<file path="src/shared/chg_regs.svh">
`ifndef CHG_REGS_SVH
`define CHG_REGS_SVH

// ----------------------------------------
// Timing figures
// ----------------------------------------
`define CHG_CLK_MHZ 100
`define CHG_ALERT_PULSE_US 256
`define CHG_RESET_HOLD_S 8
`define CHG_SWITCH_OFF_MS 250
`define CHG_SHIP_EXIT_MS 10
`define CHG_BLINK_HZ 1
`define CHG_BC_STEP_US 100
`define CHG_DCD_TMO_MS 300

// ----------------------------------------
// Register indices
// ----------------------------------------
`define CHG_IDX_CTRL 8'h00
`define CHG_IDX_ILIM 8'h01
`define CHG_IDX_STATUS 8'h02
`define CHG_IDX_IRQ_STAT 8'h03
`define CHG_IDX_IRQ_CLR 8'h04
`define CHG_IDX_IRQ_EN 8'h05

// ----------------------------------------
// Fields and reset values
// ----------------------------------------
`define CHG_CTRL_HOST 0
`define CHG_CTRL_SHIP 1
`define CHG_ILIM_LOW 5'h05
`define CHG_ILIM_HIGH 5'h18
`define CHG_ILIM_RST 5'h05
`define CHG_IRQ_CHG 0
`define CHG_IRQ_FLT 1
`define CHG_IRQ_SHIP 2
`define CHG_IRQ_RST 3
`define CHG_IRQ_EN_RST 4'h0
`define CHG_I2C_ADDR 7'h6B

`endif

</file>
<file path="src/shared/chg_pkg.sv">
`default_nettype none
package chg_pkg;
  typedef enum logic [1:0] {SW_ON, SW_SHIP, SW_RST_OFF} chg_sw_t;
  typedef enum logic [2:0] {BC_IDLE, BC_DCD, BC_PRI, BC_SEC, BC_DONE}
    chg_bc_t;
  typedef enum logic [2:0] {I2_IDLE, I2_ADDR, I2_AACK, I2_WR, I2_WACK,
    I2_RD, I2_RACK} chg_i2_t;
  typedef enum logic [1:0] {PORT_NONE, PORT_SDP, PORT_CDP, PORT_DCP}
    chg_port_t;

  // Serial target write
  typedef struct packed {
    logic en;
    logic [7:0] idx;
    logic [7:0] data;
  } chg_wr_t;

  // Pin inputs, raw and synchronised
  typedef struct packed {
    logic ce_n;
    logic psel;
    logic qon_n;
    logic ts_ok;
    logic src_good;
    logic fault;
    logic done;
    logic dcd;
    logic pri;
    logic sec;
    logic scl;
    logic sda;
  } chg_pins_t;

  typedef struct packed {
    chg_i2_t st;
    logic [3:0] bcnt;
    logic [7:0] sh;
    logic first;
    logic nack;
    logic [7:0] ptr;
    logic scl_p;
    logic sda_p;
    logic sda_oe;
    chg_wr_t wr;
  } chg_i2c_st_t;

  typedef struct packed {
    logic av_wait;
    logic [31:0] av_rdata;
    logic [7:0] i2c_rdata;
    logic host_mode;
    logic ilim_set;
    logic [4:0] ilim_reg;
    logic [3:0] irq_stat;
    logic [3:0] irq_en;
    logic [7:0] stat_prev;
    logic fault_prev;
    logic [31:0] alert_cnt;
    logic alert_oe;
    logic [31:0] blink_cnt;
    logic blink_oe;
    logic [31:0] qon_cnt;
    chg_sw_t sw;
    logic [31:0] sw_cnt;
    chg_bc_t bc;
    logic [31:0] bc_cnt;
    chg_port_t port;
    logic charge_on;
    logic stat_oe;
    logic pg_oe;
    logic irq;
    logic [4:0] ilim;
  } chg_st_t;
endpackage
`default_nettype wire

</file>
<file path="src/core/chg_sync.sv">
`default_nettype none
module chg_sync #(
  parameter int W = 1,
  parameter logic [W-1:0] INIT = '0
) (
  input wire logic clock,
  input wire logic reset,
  input wire logic [W-1:0] d,
  output logic [W-1:0] q
);
  logic [W-1:0] meta_ff;

  // Two-stage synchroniser, idle level at reset
  always_ff @(posedge clock) begin
    if (reset) begin
      meta_ff <= INIT;
      q <= INIT;
    end else begin
      meta_ff <= d;
      q <= meta_ff;
    end
  end
endmodule // chg_sync
`default_nettype wire

</file>
<file path="src/core/chg_i2c_tgt.sv">
`default_nettype none
`include "chg_regs.svh"
module chg_i2c_tgt #(
  parameter logic [6:0] ADDR = `CHG_I2C_ADDR
) (
  input wire logic clock,
  input wire logic reset,
  input wire logic scl_s,
  input wire logic sda_s,
  input wire logic [7:0] rdata,
  output logic [7:0] ptr,
  output chg_pkg::chg_wr_t wr,
  output logic sda_oe
);
  chg_pkg::chg_i2c_st_t q, n;
  logic rise, fall, start, stop;

  // ----------------------------------------
  // Bus conditions
  // ----------------------------------------
  assign rise = scl_s && !q.scl_p;
  assign fall = !scl_s && q.scl_p;
  assign start = scl_s && q.scl_p && q.sda_p && !sda_s;
  assign stop = scl_s && q.scl_p && !q.sda_p && sda_s;

  // Byte engine: pointer byte first, then data
  always_comb begin
    n = q;
    n.scl_p = scl_s;
    n.sda_p = sda_s;
    n.wr.en = 1'b0;
    if (start) begin
      n.st = chg_pkg::I2_ADDR;
      n.bcnt = 4'h0;
      n.first = 1'b1;
      n.sda_oe = 1'b0;
    end else if (stop) begin
      n.st = chg_pkg::I2_IDLE;
      n.sda_oe = 1'b0;
    end else begin
      unique case (q.st)
        chg_pkg::I2_IDLE: ;
        chg_pkg::I2_ADDR, chg_pkg::I2_WR: begin
          if (rise) begin
            n.sh = {q.sh[6:0], sda_s};
            n.bcnt = q.bcnt + 4'h1;
          end else if (fall && q.bcnt == 4'h8) begin
            n.sda_oe = 1'b1;
            if (q.st == chg_pkg::I2_ADDR) begin
              n.st = (q.sh[7:1] == ADDR) ? chg_pkg::I2_AACK
                                         : chg_pkg::I2_IDLE;
              n.sda_oe = (q.sh[7:1] == ADDR);
            end else begin
              n.st = chg_pkg::I2_WACK;
              n.first = 1'b0;
              if (q.first) begin
                n.ptr = q.sh;
              end else begin
                n.wr.en = 1'b1;
                n.wr.idx = q.ptr;
                n.wr.data = q.sh;
                n.ptr = q.ptr + 8'h01;
              end
            end
          end
        end
        chg_pkg::I2_AACK: begin
          if (fall) begin
            n.bcnt = 4'h0;
            if (q.sh[0]) begin
              n.st = chg_pkg::I2_RD;
              n.sh = rdata;
              n.sda_oe = !rdata[7];
            end else begin
              n.st = chg_pkg::I2_WR;
              n.sda_oe = 1'b0;
            end
          end
        end
        chg_pkg::I2_WACK: begin
          if (fall) begin
            n.st = chg_pkg::I2_WR;
            n.bcnt = 4'h0;
            n.sda_oe = 1'b0;
          end
        end
        chg_pkg::I2_RD: begin
          if (rise) begin
            n.bcnt = q.bcnt + 4'h1;
          end else if (fall) begin
            if (q.bcnt == 4'h8) begin
              n.st = chg_pkg::I2_RACK;
              n.sda_oe = 1'b0;
            end else begin
              n.sh = {q.sh[6:0], 1'b0};
              n.sda_oe = !q.sh[6];
            end
          end
        end
        chg_pkg::I2_RACK: begin
          if (rise) begin
            n.nack = sda_s;
            n.ptr = q.ptr + 8'h01;
          end else if (fall) begin
            n.bcnt = 4'h0;
            n.st = q.nack ? chg_pkg::I2_IDLE : chg_pkg::I2_RD;
            n.sh = rdata;
            n.sda_oe = !q.nack && !rdata[7];
          end
        end
        default: n.st = chg_pkg::I2_IDLE;
      endcase
    end
  end

  // State register
  always_ff @(posedge clock) begin
    if (reset) begin
      q <= '0;
      q.scl_p <= 1'b1;
      q.sda_p <= 1'b1;
    end else begin
      q <= n;
    end
  end

  assign ptr = q.ptr;
  assign wr = q.wr;
  assign sda_oe = q.sda_oe;
endmodule // chg_i2c_tgt
`default_nettype wire

</file>
<file path="src/core/chg_pins.sv">
// Contract
// - Charge only while charge enable low
// - Alert pulse low for 256 us
// - Source select picks 500 mA / 2.4 A; with HAS_USB_DATA set the detected port picks instead
// - Host-written limit replaces default in host mode
// - Held low ends ship mode
// - 8 s low, no source: switch off 250 ms
// - Undriven wake input reads high
// - Status pin: low, high, or 1 Hz blink
// - Thermistor out of window suspends charge
// - Port detection: contact, primary, secondary
// - Supply good low with good source; never driven when HAS_USB_DATA is set
// - Serial target: clock in, data open-drain
// - Alert on fault without host access
//
// Local design decisions: the Avalon-MM register port and the register addresses.
`default_nettype none
`include "chg_regs.svh"
module chg_pins #(
  parameter bit HAS_USB_DATA = 1'b0,
  parameter int unsigned ALERT_CYC = `CHG_ALERT_PULSE_US * `CHG_CLK_MHZ,
  parameter int unsigned RESET_HOLD_CYC =
    `CHG_RESET_HOLD_S * `CHG_CLK_MHZ * 1000000,
  parameter int unsigned SWITCH_OFF_CYC =
    `CHG_SWITCH_OFF_MS * `CHG_CLK_MHZ * 1000,
  parameter int unsigned SHIP_EXIT_CYC =
    `CHG_SHIP_EXIT_MS * `CHG_CLK_MHZ * 1000,
  parameter int unsigned BLINK_HALF_CYC =
    `CHG_CLK_MHZ * 1000000 / (2 * `CHG_BLINK_HZ),
  parameter int unsigned BC_STEP_CYC = `CHG_BC_STEP_US * `CHG_CLK_MHZ,
  parameter int unsigned DCD_TMO_CYC = `CHG_DCD_TMO_MS * `CHG_CLK_MHZ * 1000
) (
  input wire logic clock,
  input wire logic reset,
  input wire logic [7:0] avs_address,
  input wire logic avs_read,
  input wire logic avs_write,
  input wire logic [31:0] avs_writedata,
  input wire logic [3:0] avs_byteenable,
  output logic [31:0] avs_readdata,
  output logic avs_waitrequest,
  input wire logic charge_enable_n,
  input wire logic source_select_in,
  input wire logic ship_wake_reset_n,
  input wire logic ship_wake_driven,
  input wire logic thermistor_window_ok,
  input wire logic source_good_in,
  input wire logic fault_in,
  input wire logic charge_done_in,
  input wire logic dcd_contact_in,
  input wire logic primary_det_in,
  input wire logic secondary_det_in,
  input wire logic scl_in,
  input wire logic sda_in,
  output logic sda_out,
  output logic sda_oe,
  output logic host_alert_oe,
  output logic charge_state_oe,
  output logic supply_good_oe,
  output logic battery_switch_on,
  output logic charge_on,
  output logic [4:0] input_current_limit_setting,
  output logic irq
);
  chg_pkg::chg_st_t q, n;
  chg_pkg::chg_pins_t raw, pin;
  chg_pkg::chg_wr_t i2c_wr;
  logic [7:0] i2c_ptr;
  logic i2c_sda_oe;

  // ----------------------------------------
  // Pin synchronisation and serial target
  // ----------------------------------------
  // pull-up default
  assign raw = '{ce_n: charge_enable_n, psel: source_select_in,
    qon_n: ship_wake_driven ? ship_wake_reset_n : 1'b1,
    ts_ok: thermistor_window_ok, src_good: source_good_in,
    fault: fault_in, done: charge_done_in, dcd: dcd_contact_in,
    pri: primary_det_in, sec: secondary_det_in, scl: scl_in,
    sda: sda_in};

  chg_sync #(
    .W($bits(chg_pkg::chg_pins_t)),
    .INIT(12'hF03)
  ) u_sync (
    .clock(clock),
    .reset(reset),
    .d(raw),
    .q(pin)
  );

  chg_i2c_tgt u_i2c (
    .clock(clock),
    .reset(reset),
    .scl_s(pin.scl),
    .sda_s(pin.sda),
    .rdata(q.i2c_rdata),
    .ptr(i2c_ptr),
    .wr(i2c_wr),
    .sda_oe(i2c_sda_oe)
  );

  // Register read mux
  function automatic logic [7:0] rd(input logic [7:0] idx,
                                    input chg_pkg::chg_st_t s,
                                    input logic [7:0] sts);
    logic [7:0] v;
    unique case (idx)
      `CHG_IDX_CTRL: v = {7'h00, s.host_mode};
      `CHG_IDX_ILIM: v = {3'h0, s.ilim_reg};
      `CHG_IDX_STATUS: v = sts;
      `CHG_IDX_IRQ_STAT: v = {4'h0, s.irq_stat};
      `CHG_IDX_IRQ_EN: v = {4'h0, s.irq_en};
      default: v = 8'h00;
    endcase
    return v;
  endfunction

  // ----------------------------------------
  // Next-state logic
  // ----------------------------------------
  always_comb begin
    logic fault, pg, wr_en, av_go;
    logic [7:0] sts, wr_idx, wr_data;
    logic [3:0] ev, clr;
    logic [4:0] dflt;
    fault = 1'b0;
    pg = 1'b0;
    wr_en = 1'b0;
    av_go = 1'b0;
    sts = 8'h00;
    wr_idx = 8'h00;
    wr_data = 8'h00;
    ev = 4'h0;
    clr = 4'h0;
    dflt = `CHG_ILIM_LOW;
    n = q;

    fault = !pin.ts_ok || pin.fault;
    pg = pin.src_good;
    n.charge_on = !pin.ce_n && pg && !fault && !pin.done &&
                  (q.sw == chg_pkg::SW_ON);
    sts = {q.bc == chg_pkg::BC_DONE, q.port, q.sw == chg_pkg::SW_SHIP,
           pg, fault, pin.done, q.charge_on};

    // Bus slave: one wait cycle
    av_go = (avs_read || avs_write) && !q.av_wait;
    n.av_wait = !((avs_read || avs_write) && q.av_wait);
    if ((avs_read || avs_write) && q.av_wait) begin
      n.av_rdata = {24'h000000, rd({2'b00, avs_address[7:2]}, q, sts)};
    end
    n.i2c_rdata = rd(i2c_ptr, q, sts);
    if (av_go && avs_write && avs_byteenable[0]) begin
      wr_en = 1'b1;
      wr_idx = {2'b00, avs_address[7:2]};
      wr_data = avs_writedata[7:0];
    end else if (i2c_wr.en) begin
      wr_en = 1'b1;
      wr_idx = i2c_wr.idx;
      wr_data = i2c_wr.data;
    end

    // Register writes
    if (wr_en) begin
      unique case (wr_idx)
        `CHG_IDX_CTRL: begin
          n.host_mode = wr_data[`CHG_CTRL_HOST];
          if (!wr_data[`CHG_CTRL_HOST]) begin
            n.ilim_set = 1'b0;
          end
          if (wr_data[`CHG_CTRL_SHIP] && q.sw == chg_pkg::SW_ON) begin
            n.sw = chg_pkg::SW_SHIP;
          end
        end
        `CHG_IDX_ILIM: begin
          if (q.host_mode) begin
            n.ilim_reg = wr_data[4:0];
            n.ilim_set = 1'b1;
          end
        end
        `CHG_IDX_IRQ_CLR: clr = wr_data[3:0];
        `CHG_IDX_IRQ_EN: n.irq_en = wr_data[3:0];
        default: ;
      endcase
    end

    if (pin.qon_n) begin
      n.qon_cnt = 32'h0;
    end else if (q.qon_cnt != 32'hFFFFFFFF) begin
      n.qon_cnt = q.qon_cnt + 32'h1;
    end

    // Battery switch control
    unique case (q.sw)
      chg_pkg::SW_ON: begin
        if (!pg && n.qon_cnt == RESET_HOLD_CYC) begin
          n.sw = chg_pkg::SW_RST_OFF;
          n.sw_cnt = 32'h0;
        end
      end
      chg_pkg::SW_SHIP: begin
        if (n.qon_cnt == SHIP_EXIT_CYC) begin
          n.sw = chg_pkg::SW_ON;
          ev[`CHG_IRQ_SHIP] = 1'b1;
        end
      end
      chg_pkg::SW_RST_OFF: begin
        n.sw_cnt = q.sw_cnt + 32'h1;
        if (q.sw_cnt == SWITCH_OFF_CYC - 1) begin
          n.sw = chg_pkg::SW_ON;
          ev[`CHG_IRQ_RST] = 1'b1;
        end
      end
      default: n.sw = chg_pkg::SW_ON;
    endcase

    n.bc_cnt = q.bc_cnt + 32'h1;
    if (!HAS_USB_DATA || !pg) begin
      n.bc = chg_pkg::BC_IDLE;
      n.port = chg_pkg::PORT_NONE;
    end else begin
      unique case (q.bc)
        chg_pkg::BC_IDLE: begin
          n.bc = chg_pkg::BC_DCD;
          n.bc_cnt = 32'h0;
        end
        chg_pkg::BC_DCD: begin
          if (pin.dcd || q.bc_cnt == DCD_TMO_CYC - 1) begin
            n.bc = chg_pkg::BC_PRI;
            n.bc_cnt = 32'h0;
          end
        end
        chg_pkg::BC_PRI: begin
          if (q.bc_cnt == BC_STEP_CYC - 1) begin
            n.bc = pin.pri ? chg_pkg::BC_SEC : chg_pkg::BC_DONE;
            n.port = pin.pri ? chg_pkg::PORT_NONE : chg_pkg::PORT_SDP;
            n.bc_cnt = 32'h0;
          end
        end
        chg_pkg::BC_SEC: begin
          if (q.bc_cnt == BC_STEP_CYC - 1) begin
            n.bc = chg_pkg::BC_DONE;
            n.port = pin.sec ? chg_pkg::PORT_DCP : chg_pkg::PORT_CDP;
          end
        end
        chg_pkg::BC_DONE: n.bc_cnt = q.bc_cnt;
        default: n.bc = chg_pkg::BC_IDLE;
      endcase
    end

    if (HAS_USB_DATA) begin
      dflt = (q.port == chg_pkg::PORT_CDP || q.port == chg_pkg::PORT_DCP)
             ? `CHG_ILIM_HIGH : `CHG_ILIM_LOW;
    end else begin
      dflt = pin.psel ? `CHG_ILIM_LOW : `CHG_ILIM_HIGH;
    end
    n.ilim = (q.host_mode && q.ilim_set) ? q.ilim_reg : dflt;

    // Events: status change and fault onset
    n.stat_prev = sts;
    n.fault_prev = fault;
    ev[`CHG_IRQ_CHG] = (sts != q.stat_prev);
    ev[`CHG_IRQ_FLT] = fault && !q.fault_prev;
    // Sticky status, set beats clear
    n.irq_stat = (q.irq_stat & ~clr) | ev;
    n.irq = |(n.irq_stat & n.irq_en);

    if (ev[`CHG_IRQ_CHG] || ev[`CHG_IRQ_FLT]) begin
      n.alert_oe = 1'b1;
      n.alert_cnt = 32'h0;
    end else if (q.alert_oe) begin
      n.alert_cnt = q.alert_cnt + 32'h1;
      if (q.alert_cnt == ALERT_CYC - 1) begin
        n.alert_oe = 1'b0;
      end
    end

    if (!fault) begin
      n.blink_cnt = 32'h0;
      n.blink_oe = 1'b1;
    end else if (q.blink_cnt == BLINK_HALF_CYC - 1) begin
      n.blink_cnt = 32'h0;
      n.blink_oe = !q.blink_oe;
    end else begin
      n.blink_cnt = q.blink_cnt + 32'h1;
    end
    n.stat_oe = fault ? n.blink_oe : n.charge_on;
    // supply good on variant without data lines
    n.pg_oe = !HAS_USB_DATA && pg;
  end

  // ----------------------------------------
  // State register
  // ----------------------------------------
  always_ff @(posedge clock) begin
    if (reset) begin
      q <= '0;
      q.av_wait <= 1'b1;
      q.ilim_reg <= `CHG_ILIM_RST;
      q.ilim <= `CHG_ILIM_RST;
      q.irq_en <= `CHG_IRQ_EN_RST;
      q.blink_oe <= 1'b1;
    end else begin
      q <= n;
    end
  end

  // Outputs straight from state
  assign avs_readdata = q.av_rdata;
  assign avs_waitrequest = q.av_wait;
  assign sda_out = 1'b0;
  assign sda_oe = i2c_sda_oe;
  assign host_alert_oe = q.alert_oe;
  assign charge_state_oe = q.stat_oe;
  assign supply_good_oe = q.pg_oe;
  assign battery_switch_on = (q.sw == chg_pkg::SW_ON);
  assign charge_on = q.charge_on;
  assign input_current_limit_setting = q.ilim;
  assign irq = q.irq;
endmodule // chg_pins
`default_nettype wire

</file>
<file path="config.mk">
export PLATFORM = sky130hd
export DESIGN_NAME = chg_pins
export DESIGN_NICKNAME = d
export VERILOG_FILES = /design/src/shared/chg_pkg.sv /design/src/core/chg_sync.sv /design/src/core/chg_i2c_tgt.sv /design/src/core/chg_pins.sv
export VERILOG_INCLUDE_DIRS = /design/src /design/src/shared
export SDC_FILE = /design/constraint.sdc
export NUM_CORES = 1
export LEC_CHECK = 0
export ABC_AREA = 1
export BUFFER_PORTS_ARGS = -buffer_cell sky130_fd_sc_hd__buf_4
export CAP_MARGIN = 40
export CORE_MARGIN = 4
export CORE_UTILIZATION = 60
export DETAILED_ROUTE_END_ITERATION = 10
export PLACE_DENSITY = 0.91
export SLEW_MARGIN = 20
export SYNTH_ARGS = -nofsm -noshare
export SYNTH_HDL_FRONTEND = slang
export SYNTH_SLANG_ARGS = --single-unit
</file>
<file path="constraint.sdc">
create_clock -name clock -period 2.75 [get_ports clock]
set_input_delay 0.1375 -clock clock [delete_from_list [all_inputs] [get_ports clock]]
set_output_delay 0.1375 -clock clock [all_outputs]
set_load 0.01 [all_outputs]
</file>
==> results of run 1 <==
==> sequential cells by signal, indices dropped and copies added (netlist names) <==
name                         flops
avs_readdata                     5
u_sync.meta_ff                   9
u_i2c.ptr                        8
irq                              1
avs_waitrequest                  1
input_current_limit_setting      5
u_i2c.q                         19
host_alert_oe                    1
u_i2c.wr                        14
u_i2c.sda_oe                     1
charge_on                        1
charge_state_oe                  1
q                              156
u_sync.q                         9
==> cell usage in the layout (no fill, tap or decap), types with 14 or more instances in the layout <==
cell type | Yosys | routed
sky130_fd_sc_hd__buf_4 | 38 | 85
sky130_fd_sc_hd__xor2_1 | 22 | 22
sky130_fd_sc_hd__a21oi_1 | 81 | 81
sky130_fd_sc_hd__conb_1 | 1 | 28
sky130_fd_sc_hd__nand3_1 | 150 | 148
sky130_fd_sc_hd__clkbuf_16 | 0 | 26
sky130_fd_sc_hd__dfxtp_1 | 231 | 229
sky130_fd_sc_hd__nor2_1 | 344 | 335
sky130_fd_sc_hd__dlygate4sd3_1 | 0 | 14
sky130_fd_sc_hd__nand2_1 | 398 | 395
sky130_fd_sc_hd__or2_2 | 23 | 23
sky130_fd_sc_hd__xnor2_1 | 14 | 14
sky130_fd_sc_hd__inv_1 | 249 | 248
sky130_fd_sc_hd__o21ai_0 | 85 | 81
sky130_fd_sc_hd__nor2_2 | 7 | 15
sky130_fd_sc_hd__nor3_1 | 68 | 67
sky130_fd_sc_hd__nand4_1 | 37 | 37
sky130_fd_sc_hd__nor4_1 | 24 | 22
==> kinds of logic after synthesis <==
family                   after synthesis  synth area share
AO/OA/AOI/OAI                        238            0.1074
XOR/XNOR                              36           0.02497
adder cells (fa/ha/maj)               11           0.01090
buffers and inverters                338            0.1170
flip-flops                           231            0.3663
other                                  1         0.0002970
AND/OR/NAND/NOR                     1084            0.3731
==> worst max-delay path, delay by kind of cell (launching register included) <==
kind	cells	cell delay, ns
simple gates	12	1.53
fa+ha+maj	1	0.19
flops	1	0.35
buf+inv	3	0.38
compound gates	1	0.15
==> power by group through the flow <==
stage	Combinational [uW]	Sequential (uW)	Clock, uW
after floorplan	708	3610	0
after global placement	892	3620	0
after detailed placement	926	3630	0
after CTS	954	3550	3580
after global routing	1100	3570	3720
final	982	3560	3550
==> final cells by class <==
type | count | area, um^2
inverters | 254 | 953.4
flip-flops and latches | 231 | 4627
repair buffers | 105 | 888.4
multi-input cells | 1397 | 6703
clock buffers | 39 | 758.2
clock inverters | 7 | 116.4
well taps | 270 | 337.8
fillers | 1632 | 6111
==> path summary, 6_finish.rpt <==
| path | from | end | slack (ns) | cells past startpoint |
|---|---|---|---|---|
| max | q[81] | q[50] | 0.07 | 17 |
| min | avs_address[2] | avs_readdata[4] | 0.15 | 6 |
| max reg2reg | q[81] | q[50] | 0.07 | 17 |
| min reg2reg | u_sync.meta_ff[10] | u_sync.q[10] | 0.42 | 1 |
==> layer usage <==
metal  wire length [um]  GRT usage
met1              13610     0.3400
met2              16110     0.4775
met3               2609    0.04100
met4               1261     0.1018
met5                  0          0
==> Yosys cell counts, types with 8 or more instances <==
cell type,number
sky130_fd_sc_hd__nand2_1,398
sky130_fd_sc_hd__nor2_1,344
sky130_fd_sc_hd__inv_1,249
sky130_fd_sc_hd__dfxtp_1,231
sky130_fd_sc_hd__nand3_1,150
sky130_fd_sc_hd__o21ai_0,85
sky130_fd_sc_hd__a21oi_1,81
sky130_fd_sc_hd__nor3_1,68
sky130_fd_sc_hd__buf_4,38
sky130_fd_sc_hd__nand4_1,37
sky130_fd_sc_hd__clkbuf_1,28
sky130_fd_sc_hd__nor4_1,24
sky130_fd_sc_hd__or2_2,23
sky130_fd_sc_hd__xor2_1,22
sky130_fd_sc_hd__xnor2_1,14
sky130_fd_sc_hd__nand3b_1,13
sky130_fd_sc_hd__o22ai_1,13
sky130_fd_sc_hd__a211oi_1,12
sky130_fd_sc_hd__ha_1,11
sky130_fd_sc_hd__a31oi_1,8
sky130_fd_sc_hd__buf_6,8
==> stage by stage <==
stage | instance area (um^2) | std cells | setup slack (ns) | hold WS (ns) | total power [uW]
2_1_floorplan | 12730 | 1966 | 0.3663 | 0.2237 | 4315
3_3_place_gp | 13250 | 2240 | 0.1542 | 0.3241 | 4514
3_5_place_dp | 13250 | 2240 | 0.05471 | 0.3261 | 4552
4_1_cts | 14270 | 2300 | 0.04742 | 0.1324 | 8090
5_1_grt | 14380 | 2303 | -0.07118 | 0.1728 | 8390
6_report | 14380 | 2303 | 0.06877 | 0.1489 | 8094
==> what timing repair did <==
item                                    4_1_cts  5_1_grt
setup buffers                                 0        1
hold endpoints to repair                     17        0
gates resized for setup                       0       27
hold buffers                                 14        0
endpoints found under the setup margin        0       39
==> out/qor.json, run 1 <==
{
  "final_max_slew_viol_count": 0,
  "drc": 0,
  "gpl.final_weighted_congestion": 0.9708,
  "dr_total_vias": 13040,
  "postSynth.topFlopCell": "sky130_fd_sc_hd__dfxtp_1",
  "wl_per_cell_um": 14.58,
  "ys_seq_area_frac": 0.3663,
  "synth.top_cells.by_area": "sky130_fd_sc_hd__dfxtp_1 (37%), sky130_fd_sc_hd__nand2_1 (12%), sky130_fd_sc_hd__nor2_1 (10%), sky130_fd_sc_hd__inv_1 (7.4%), sky130_fd_sc_hd__nand3_1 (5.9%)",
  "coreArea_um2": 20490,
  "synth.top_cell.area_share": 0.3663,
  "detail_route.first_pass.iterations": 6,
  "setup_viol": 0,
  "gr-total-overflow": 0,
  "final_net_count": 2086,
  "worst_ir_drop_vdd_mv": 0.7073,
  "clock-sinks": 231,
  "root_buffer": "sky130_fd_sc_hd__clkbuf_16",
  "final_total_negative_setup_slack_ns": 0,
  "hpwl_um": 23490,
  "routed_via_density": 5.664,
  "hold_violations": 0,
  "synth_enable_flop_cells": 0,
  "cpMaxStageDelayCell": "sky130_fd_sc_hd__dfxtp_2",
  "iteration_0_drc_count_of_the_detailed_router": 1321,
  "antenna_cells_inserted": 0,
  "place.port_buffers": 43,
  "fin_util": 0.7018,
  "power_density_nw_per_um2": 562.7,
  "hold_path.class": "primary input to flop",
  "syn2layout_area_growth_pct": 13.92,
  "fmax_mhz": 373.0,
  "worst_clock_skew_ns": 0.01706,
  "horizontal_die_dimension_um": 153.1,
  "clkPwrFrac": 0.439,
  "tightestPinTransition_ns": 0.8304,
  "sequential_group_share_of_total_power": 0.440,
  "status": "complete, no violations",
  "cts_buffer_depth": 3,
  "max-cap-violations": 0,
  "htree_num_levels": 1,
  "worst_setup_hold_path_clk_slew_ns": 0.06,
  "relative_max_transition_margin": 0.4464,
  "floorplan.rows": 52,
  "cells_along_the_critical_path": "ha_1 -> inv_2 -> nor2_4 -> nand2_4 -> buf_4 -> o21ai_0 -> nand2_1 -> nor2_1 -> nand3_1 -> nor2_1 -> nand2_1 -> nor2_1 -> nand4_2 -> nand2_2 -> buf_12 -> nor2_1 -> nor2_1",
  "via_count_of_the_first_global_routing_pass": 12280,
  "setup.worst_path.start_class": "flop",
  "worstSetupEndpointType": "flop",
  "critPathRequiredTime_ns": 3.22,
  "power.net_switching_uw": 2132,
  "die_height_um": 153.1,
  "max_stage_delay_ns": 0.35,
  "netlist-cell-type-count": 50,
  "insertion_delay_ns": 0.53,
  "tritoncts": "done",
  "crit_path_max_fanout": 18,
  "netlist_instances": 1939,
  "timing.critical_path.mode_cell": "sky130_fd_sc_hd__nor2_1",
  "post_synth.cell_area_avg_um2": 6.512,
  "finalWirelength_um": 33590,
  "asyncSetResetFlopFracSynth": 0,
  "yosys_warnings": 0,
  "critPathArrivalTime_ns": 3.15,
  "cts_made_buffers": 25,
  "timing.final.crit_share": 0.9750,
  "cell_internal_pwr_uw": 5962,
  "floorplan.initialDensity": 0.6161,
  "p_leak_uw": 0.005603,
  "postRouteAntennaNets": 0,
  "largest_net_degree_at_the_start_of_global_routing": 81,
  "antenna_found_initial": 0,
  "ios": 107,
  "postSynthRegisterBits": 231,
  "track_usage": 0.2728,
  "drive_above_1_share": 0.09739,
  "die_area_um2": 23430,
  "finalWorstPathRequiredPeriod_ns": 2.681,
  "criticalPathCategory": "flop to flop",
  "pwr-share-comb": 0.121,
  "switching_power_as_a_share_of_total_power": 0.2634,
  "grt_pass1_wl_um": 55790,
  "mappedNetlistArea_um2": 12630,
  "yosys.area.top_type": "sky130_fd_sc_hd__dfxtp_1"
}
Note: power is estimated with default switching activity, not from simulation.
==> run 2: changes to the inputs <==
--- a/config.mk
+++ b/config.mk
@@ -6,14 +6,13 @@
 export SDC_FILE = /design/constraint.sdc
 export NUM_CORES = 1
 export LEC_CHECK = 0
-export ABC_AREA = 1
 export BUFFER_PORTS_ARGS = -buffer_cell sky130_fd_sc_hd__buf_4
 export CAP_MARGIN = 40
 export CORE_MARGIN = 4
 export CORE_UTILIZATION = 60
 export DETAILED_ROUTE_END_ITERATION = 10
 export PLACE_DENSITY = 0.91
-export SLEW_MARGIN = 20
 export SYNTH_ARGS = -nofsm -noshare
 export SYNTH_HDL_FRONTEND = slang
+export SYNTH_HIERARCHICAL = 1
 export SYNTH_SLANG_ARGS = --single-unit
==> run 2 against run 1 <==
  * Largest cell class unchanged
  * Fmax is 19% lower
  * First-iteration DRC count increased by 55%
  * Hold slack lost 0.13 ns
  * Combinational power decreased by 70%
  * Critical path type unchanged
  * Flip-flop and latch count did not move
  * Design area up 0.20%
  * Cell count shrank 20%
  * Highest routed layer unchanged
  * Setup slack worse by 0.63 ns
  * Via count is 8.3% lower
  * Wire length grew 7.7%
  * The flow now finishes with violations (setup timing)
  * Sequential share of layout area is essentially flat
==> out/qor.json, run 2 <==
{
  "most_used_cells_in_the_layout_excluding_fill_and_tap_cells": {"value": "sky130_fd_sc_hd__dfxtp_1 (219), sky130_fd_sc_hd__nor2_1 (204), sky130_fd_sc_hd__buf_4 (190)", "change": "was sky130_fd_sc_hd__nand2_1 (395), sky130_fd_sc_hd__nor2_1 (335), sky130_fd_sc_hd__inv_1 (248)"},
  "max-cap-violations": {"value": 0, "change": "unchanged"},
  "hold_path.class": {"value": "primary input to flop", "change": "unchanged"},
  "critical_path.reg2reg.endpoint": {"value": "q[58]", "change": "was q[50]"},
  "largest_net_degree_at_the_start_of_global_routing": {"value": 46, "change": "was 81"},
  "hold_violations": {"value": 0, "change": "unchanged"},
  "status": {"value": "complete, but fails checks", "change": "was complete, no violations"},
  "power.net_switching": {"value": 1649, "unit": "uW", "change": "was 2132 uW"},
  "worst_ir_drop_vdd": {"value": 0.4447, "unit": "mV", "change": "was 0.7073 mV"},
  "worst_setup_hold_path_clk_slew": {"value": 0.07, "unit": "ns", "change": "was 0.06 ns"},
  "hold_slack": {"value": 0.01861, "unit": "ns", "change": "was 0.1489 ns"},
  "antenna_found_initial": {"value": 0, "change": "unchanged"},
  "place_inst": {"value": 1757, "change": "was 2240"},
  "detail_route.first_pass.iterations": {"value": 10, "change": "was 6"},
  "r2r_setup_slack": {"value": -0.56, "unit": "ns", "change": "was 0.07 ns"},
  "die_height": {"value": 148.0, "unit": "um", "change": "was 153.1 um"},
  "final_total_negative_setup_slack": {"value": -15.38, "unit": "ns", "change": "was 0 ns"},
  "antenna_cells_inserted": {"value": 0, "change": "unchanged"},
  "worstSetupEndpointType": {"value": "flop", "change": "unchanged"},
  "finalWorstPathRequiredPeriod": {"value": 3.310, "unit": "ns", "change": "was 2.681 ns"},
  "layout.cells.most_common": {"value": "sky130_fd_sc_hd__dfxtp_1", "change": "was sky130_fd_sc_hd__nand2_1"},
  "clock-sinks": {"value": 231, "change": "unchanged"},
  "dr_total_vias": {"value": 11960, "change": "was 13040"},
  "register_area": {"value": 4639, "unit": "um^2", "change": "was 4627 um^2"},
  "tritoncts": {"value": "done", "change": "unchanged"},
  "floorplan.initialDensity": {"value": 0.6202, "change": "was 0.6161"},
  "largest_register": {"value": "q", "change": "unchanged"},
  "final_max_slew_viol_count": {"value": 0, "change": "unchanged"},
  "root_buffer": {"value": "sky130_fd_sc_hd__clkbuf_16", "change": "unchanged"},
  "final_critical_path_setup_slack": {"value": -0.5603, "unit": "ns", "change": "was 0.06877 ns"},
  "cts_buffer_depth": {"value": 3, "change": "unchanged"},
  "cell_internal_pwr": {"value": 5575, "unit": "uW", "change": "was 5962 uW"},
  "horizontal_die_dimension": {"value": 148.0, "unit": "um", "change": "was 153.1 um"},
  "largest_register_ffs": {"value": 156, "change": "unchanged"},
  "tightestPinTransition": {"value": 0.7877, "unit": "ns", "change": "was 0.8304 ns"},
  "dpl_worst_slack": {"value": -0.3560, "unit": "ns", "change": "was 0.05471 ns"},
  "pwr-share-comb": {"value": 0.040, "change": "was 0.121"},
  "track_usage": {"value": 0.2898, "change": "was 0.2728"},
  "netlist_instances": {"value": 1407, "change": "was 1939"},
  "coreArea": {"value": 18960, "unit": "um^2", "change": "was 20490 um^2"},
  "multi_input_combinational_cell_area": {"value": 6827, "unit": "um^2", "change": "was 6703 um^2"},
  "iteration_0_drc_count_of_the_detailed_router": {"value": 2049, "change": "was 1321"},
  "criticalPathCategory": {"value": "flop to flop", "change": "unchanged"},
  "setup.worst_path.start_class": {"value": "flop", "change": "unchanged"},
  "critical_path.startpoint": {"value": "q[80]", "change": "was q[81]"},
  "yosys_warnings": {"value": 6, "change": "was 0"},
  "min_delay_path_depth": {"value": 5, "change": "was 6"},
  "via_count_of_the_first_global_routing_pass": {"value": 11040, "change": "was 12280"},
  "die_area": {"value": 21900, "unit": "um^2", "change": "was 23430 um^2"},
  "drc": {"value": 0, "change": "unchanged"},
  "post_synth.cell_area_avg": {"value": 8.356, "unit": "um^2", "change": "was 6.512 um^2"},
  "finalWirelength": {"value": 36160, "unit": "um", "change": "was 33590 um"},
  "fillerInstances": {"value": 1147, "change": "was 1632"},
  "drive_above_1_share": {"value": 0.2266, "change": "was 0.09739"},
  "power_density": {"value": 501.2, "unit": "nW/um^2", "change": "was 562.7 nW/um^2"},
  "min_delay_worst_endpoint": {"value": "q[199]", "change": "was avs_readdata[4]"},
  "gpl.final_weighted_congestion": {"value": 0.9547, "change": "was 0.9708"},
  "worst_clock_skew": {"value": 0.01338, "unit": "ns", "change": "was 0.01706 ns"},
  "hpwl": {"value": 21030, "unit": "um", "change": "was 23490 um"},
  "violations": "setup timing",
  "mappedNetlistArea": {"value": 11760, "unit": "um^2", "change": "was 12630 um^2"},
  "fin_util": {"value": 0.7603, "change": "was 0.7018"},
  "fmax": {"value": 302.1, "unit": "MHz", "change": "was 373.0 MHz"},
  "floorplan.rows": {"value": 50, "change": "was 52"},
  "syn2layout_area_growth": {"value": 22.59, "unit": "%", "change": "was 13.92%"},
  "critPathArrivalTime": {"value": 3.70, "unit": "ns", "change": "was 3.15 ns"},
  "crit_path_max_fanout": {"value": 20, "change": "was 18"},
  "grt_pass1_wl": {"value": 53530, "unit": "um", "change": "was 55790 um"},
  "final_net_count": {"value": 1623, "change": "was 2086"},
  "switching_power_as_a_share_of_total_power": {"value": 0.2283, "change": "was 0.2634"},
  "timing.final.crit_share": {"value": 1.204, "change": "was 0.9750"},
  "wl_per_cell": {"value": 19.75, "unit": "um", "change": "was 14.58 um"},
  "htree_num_levels": {"value": 1, "change": "unchanged"},
  "layoutNonFillerInstCount": {"value": 1831, "change": "was 2303"},
  "ios": {"value": 107, "change": "unchanged"},
  "place.port_buffers": {"value": 43, "change": "unchanged"},
  "setup_viol": {"value": 36, "change": "was 0"},
  "postRouteAntennaNets": {"value": 0, "change": "unchanged"},
  "sequential_group_share_of_total_power": {"value": 0.471, "change": "was 0.440"},
  "gr-total-overflow": {"value": 0, "change": "unchanged"},
  "hold_path.startpoint": {"value": "avs_writedata[4]", "change": "was avs_address[2]"},
  "routed_via_density": {"value": 6.532, "change": "was 5.664"},
  "critPathRequiredTime": {"value": 3.14, "unit": "ns", "change": "was 3.22 ns"},
  "cell_count_of_the_worst_reg_to_reg_path": {"value": 10, "change": "was 17"},
  "relative_max_transition_margin": {"value": 0.4675, "change": "was 0.4464"},
  "insertion_delay": {"value": 0.53, "unit": "ns", "change": "about the same"},
  "p_leak": {"value": 0.005222, "unit": "uW", "change": "was 0.005603 uW"},
  "clkPwrFrac": {"value": 0.489, "change": "was 0.439"},
  "rsz0062_at_grt": "true",
  "cts_made_buffers": {"value": 24, "change": "was 25"},
  "worstReg2RegStart": {"value": "q[80]", "change": "was q[81]"}
}
[run 2: stage by stage]
step / area (um^2) / power (uW)
3_3_place_gp: 12910 / 3711
4_1_cts: 14130 / 7199
2_1_floorplan: 11950 / 3661
3_5_place_dp: 12910 / 3720
5_1_grt: 14410 / 7372
6_report: 14410 / 7224
[run 2: power groups by stage]
stage | clock, uW | sequential, uW | combinational [uW]
CTS | 3530 | 3400 | 272
floorplan | 0 | 3470 | 194
global placement | 0 | 3470 | 239
finish | 3530 | 3400 | 291
global route | 3660 | 3400 | 310
detailed placement | 0 | 3470 | 246
[run 2: worst max-delay path by stage]
stage                         to  slack [ns]  cells past startpoint
after CTS                  q[58]       -0.34                     10
after global placement    q[193]       -0.30                      9
after detailed placement   q[58]       -0.36                     10
final                      q[58]       -0.56                     10
after floorplan              irq       -0.43                      9
after global routing       q[58]       -0.55                     10
[run 2: cell type report]
| class | count | area share |
|---|---|---|
| Clock inverter | 16 | 0.01398 |
| Inverter | 20 | 0.005209 |
| Multi-Input combinational cell | 1063 | 0.4737 |
| Sequential cell | 231 | 0.3219 |
| Timing Repair Buffer | 214 | 0.1174 |
| Clock buffer | 27 | 0.04532 |
| Tap cell | 260 | 0.02257 |
[run 2: critical path, stage by stage, from the launching register on]
cell	delay, ns
sky130_fd_sc_hd__dfxtp_2	0.36
sky130_fd_sc_hd__ha_4	0.15
sky130_fd_sc_hd__and4_4	0.25
sky130_fd_sc_hd__nand3_4	0.10
sky130_fd_sc_hd__or4_4	0.46
sky130_fd_sc_hd__mux2i_2	0.19
sky130_fd_sc_hd__or4b_1	0.52
sky130_fd_sc_hd__or4_4	0.49
sky130_fd_sc_hd__o41ai_4	0.29
sky130_fd_sc_hd__buf_12	0.21
sky130_fd_sc_hd__a311oi_1	0.14
[run 2: what timing repair did]
item | 4_1_cts | 5_1_grt
setup buffers | 14 | 6
hold buffers | 11 | 0
endpoints found under the setup margin | 36 | 37
gates resized for setup | 35 | 56
cloned | 1 | 0
pin swaps | 14 | 34
hold endpoints to repair | 10 | 0
[run 2: layer usage]
| layer | track usage | up-vias | wire length [um] |
|---|---|---|---|
| met5 | 0 | - | 0 |
| met4 | 0.1483 | 0 | 2546 |
| met3 | 0.05886 | 288 | 3965 |
| met2 | 0.4791 | 918 | 16470 |
| met1 | 0.3591 | 5516 | 13180 |
| li1 | - | 5239 | - |
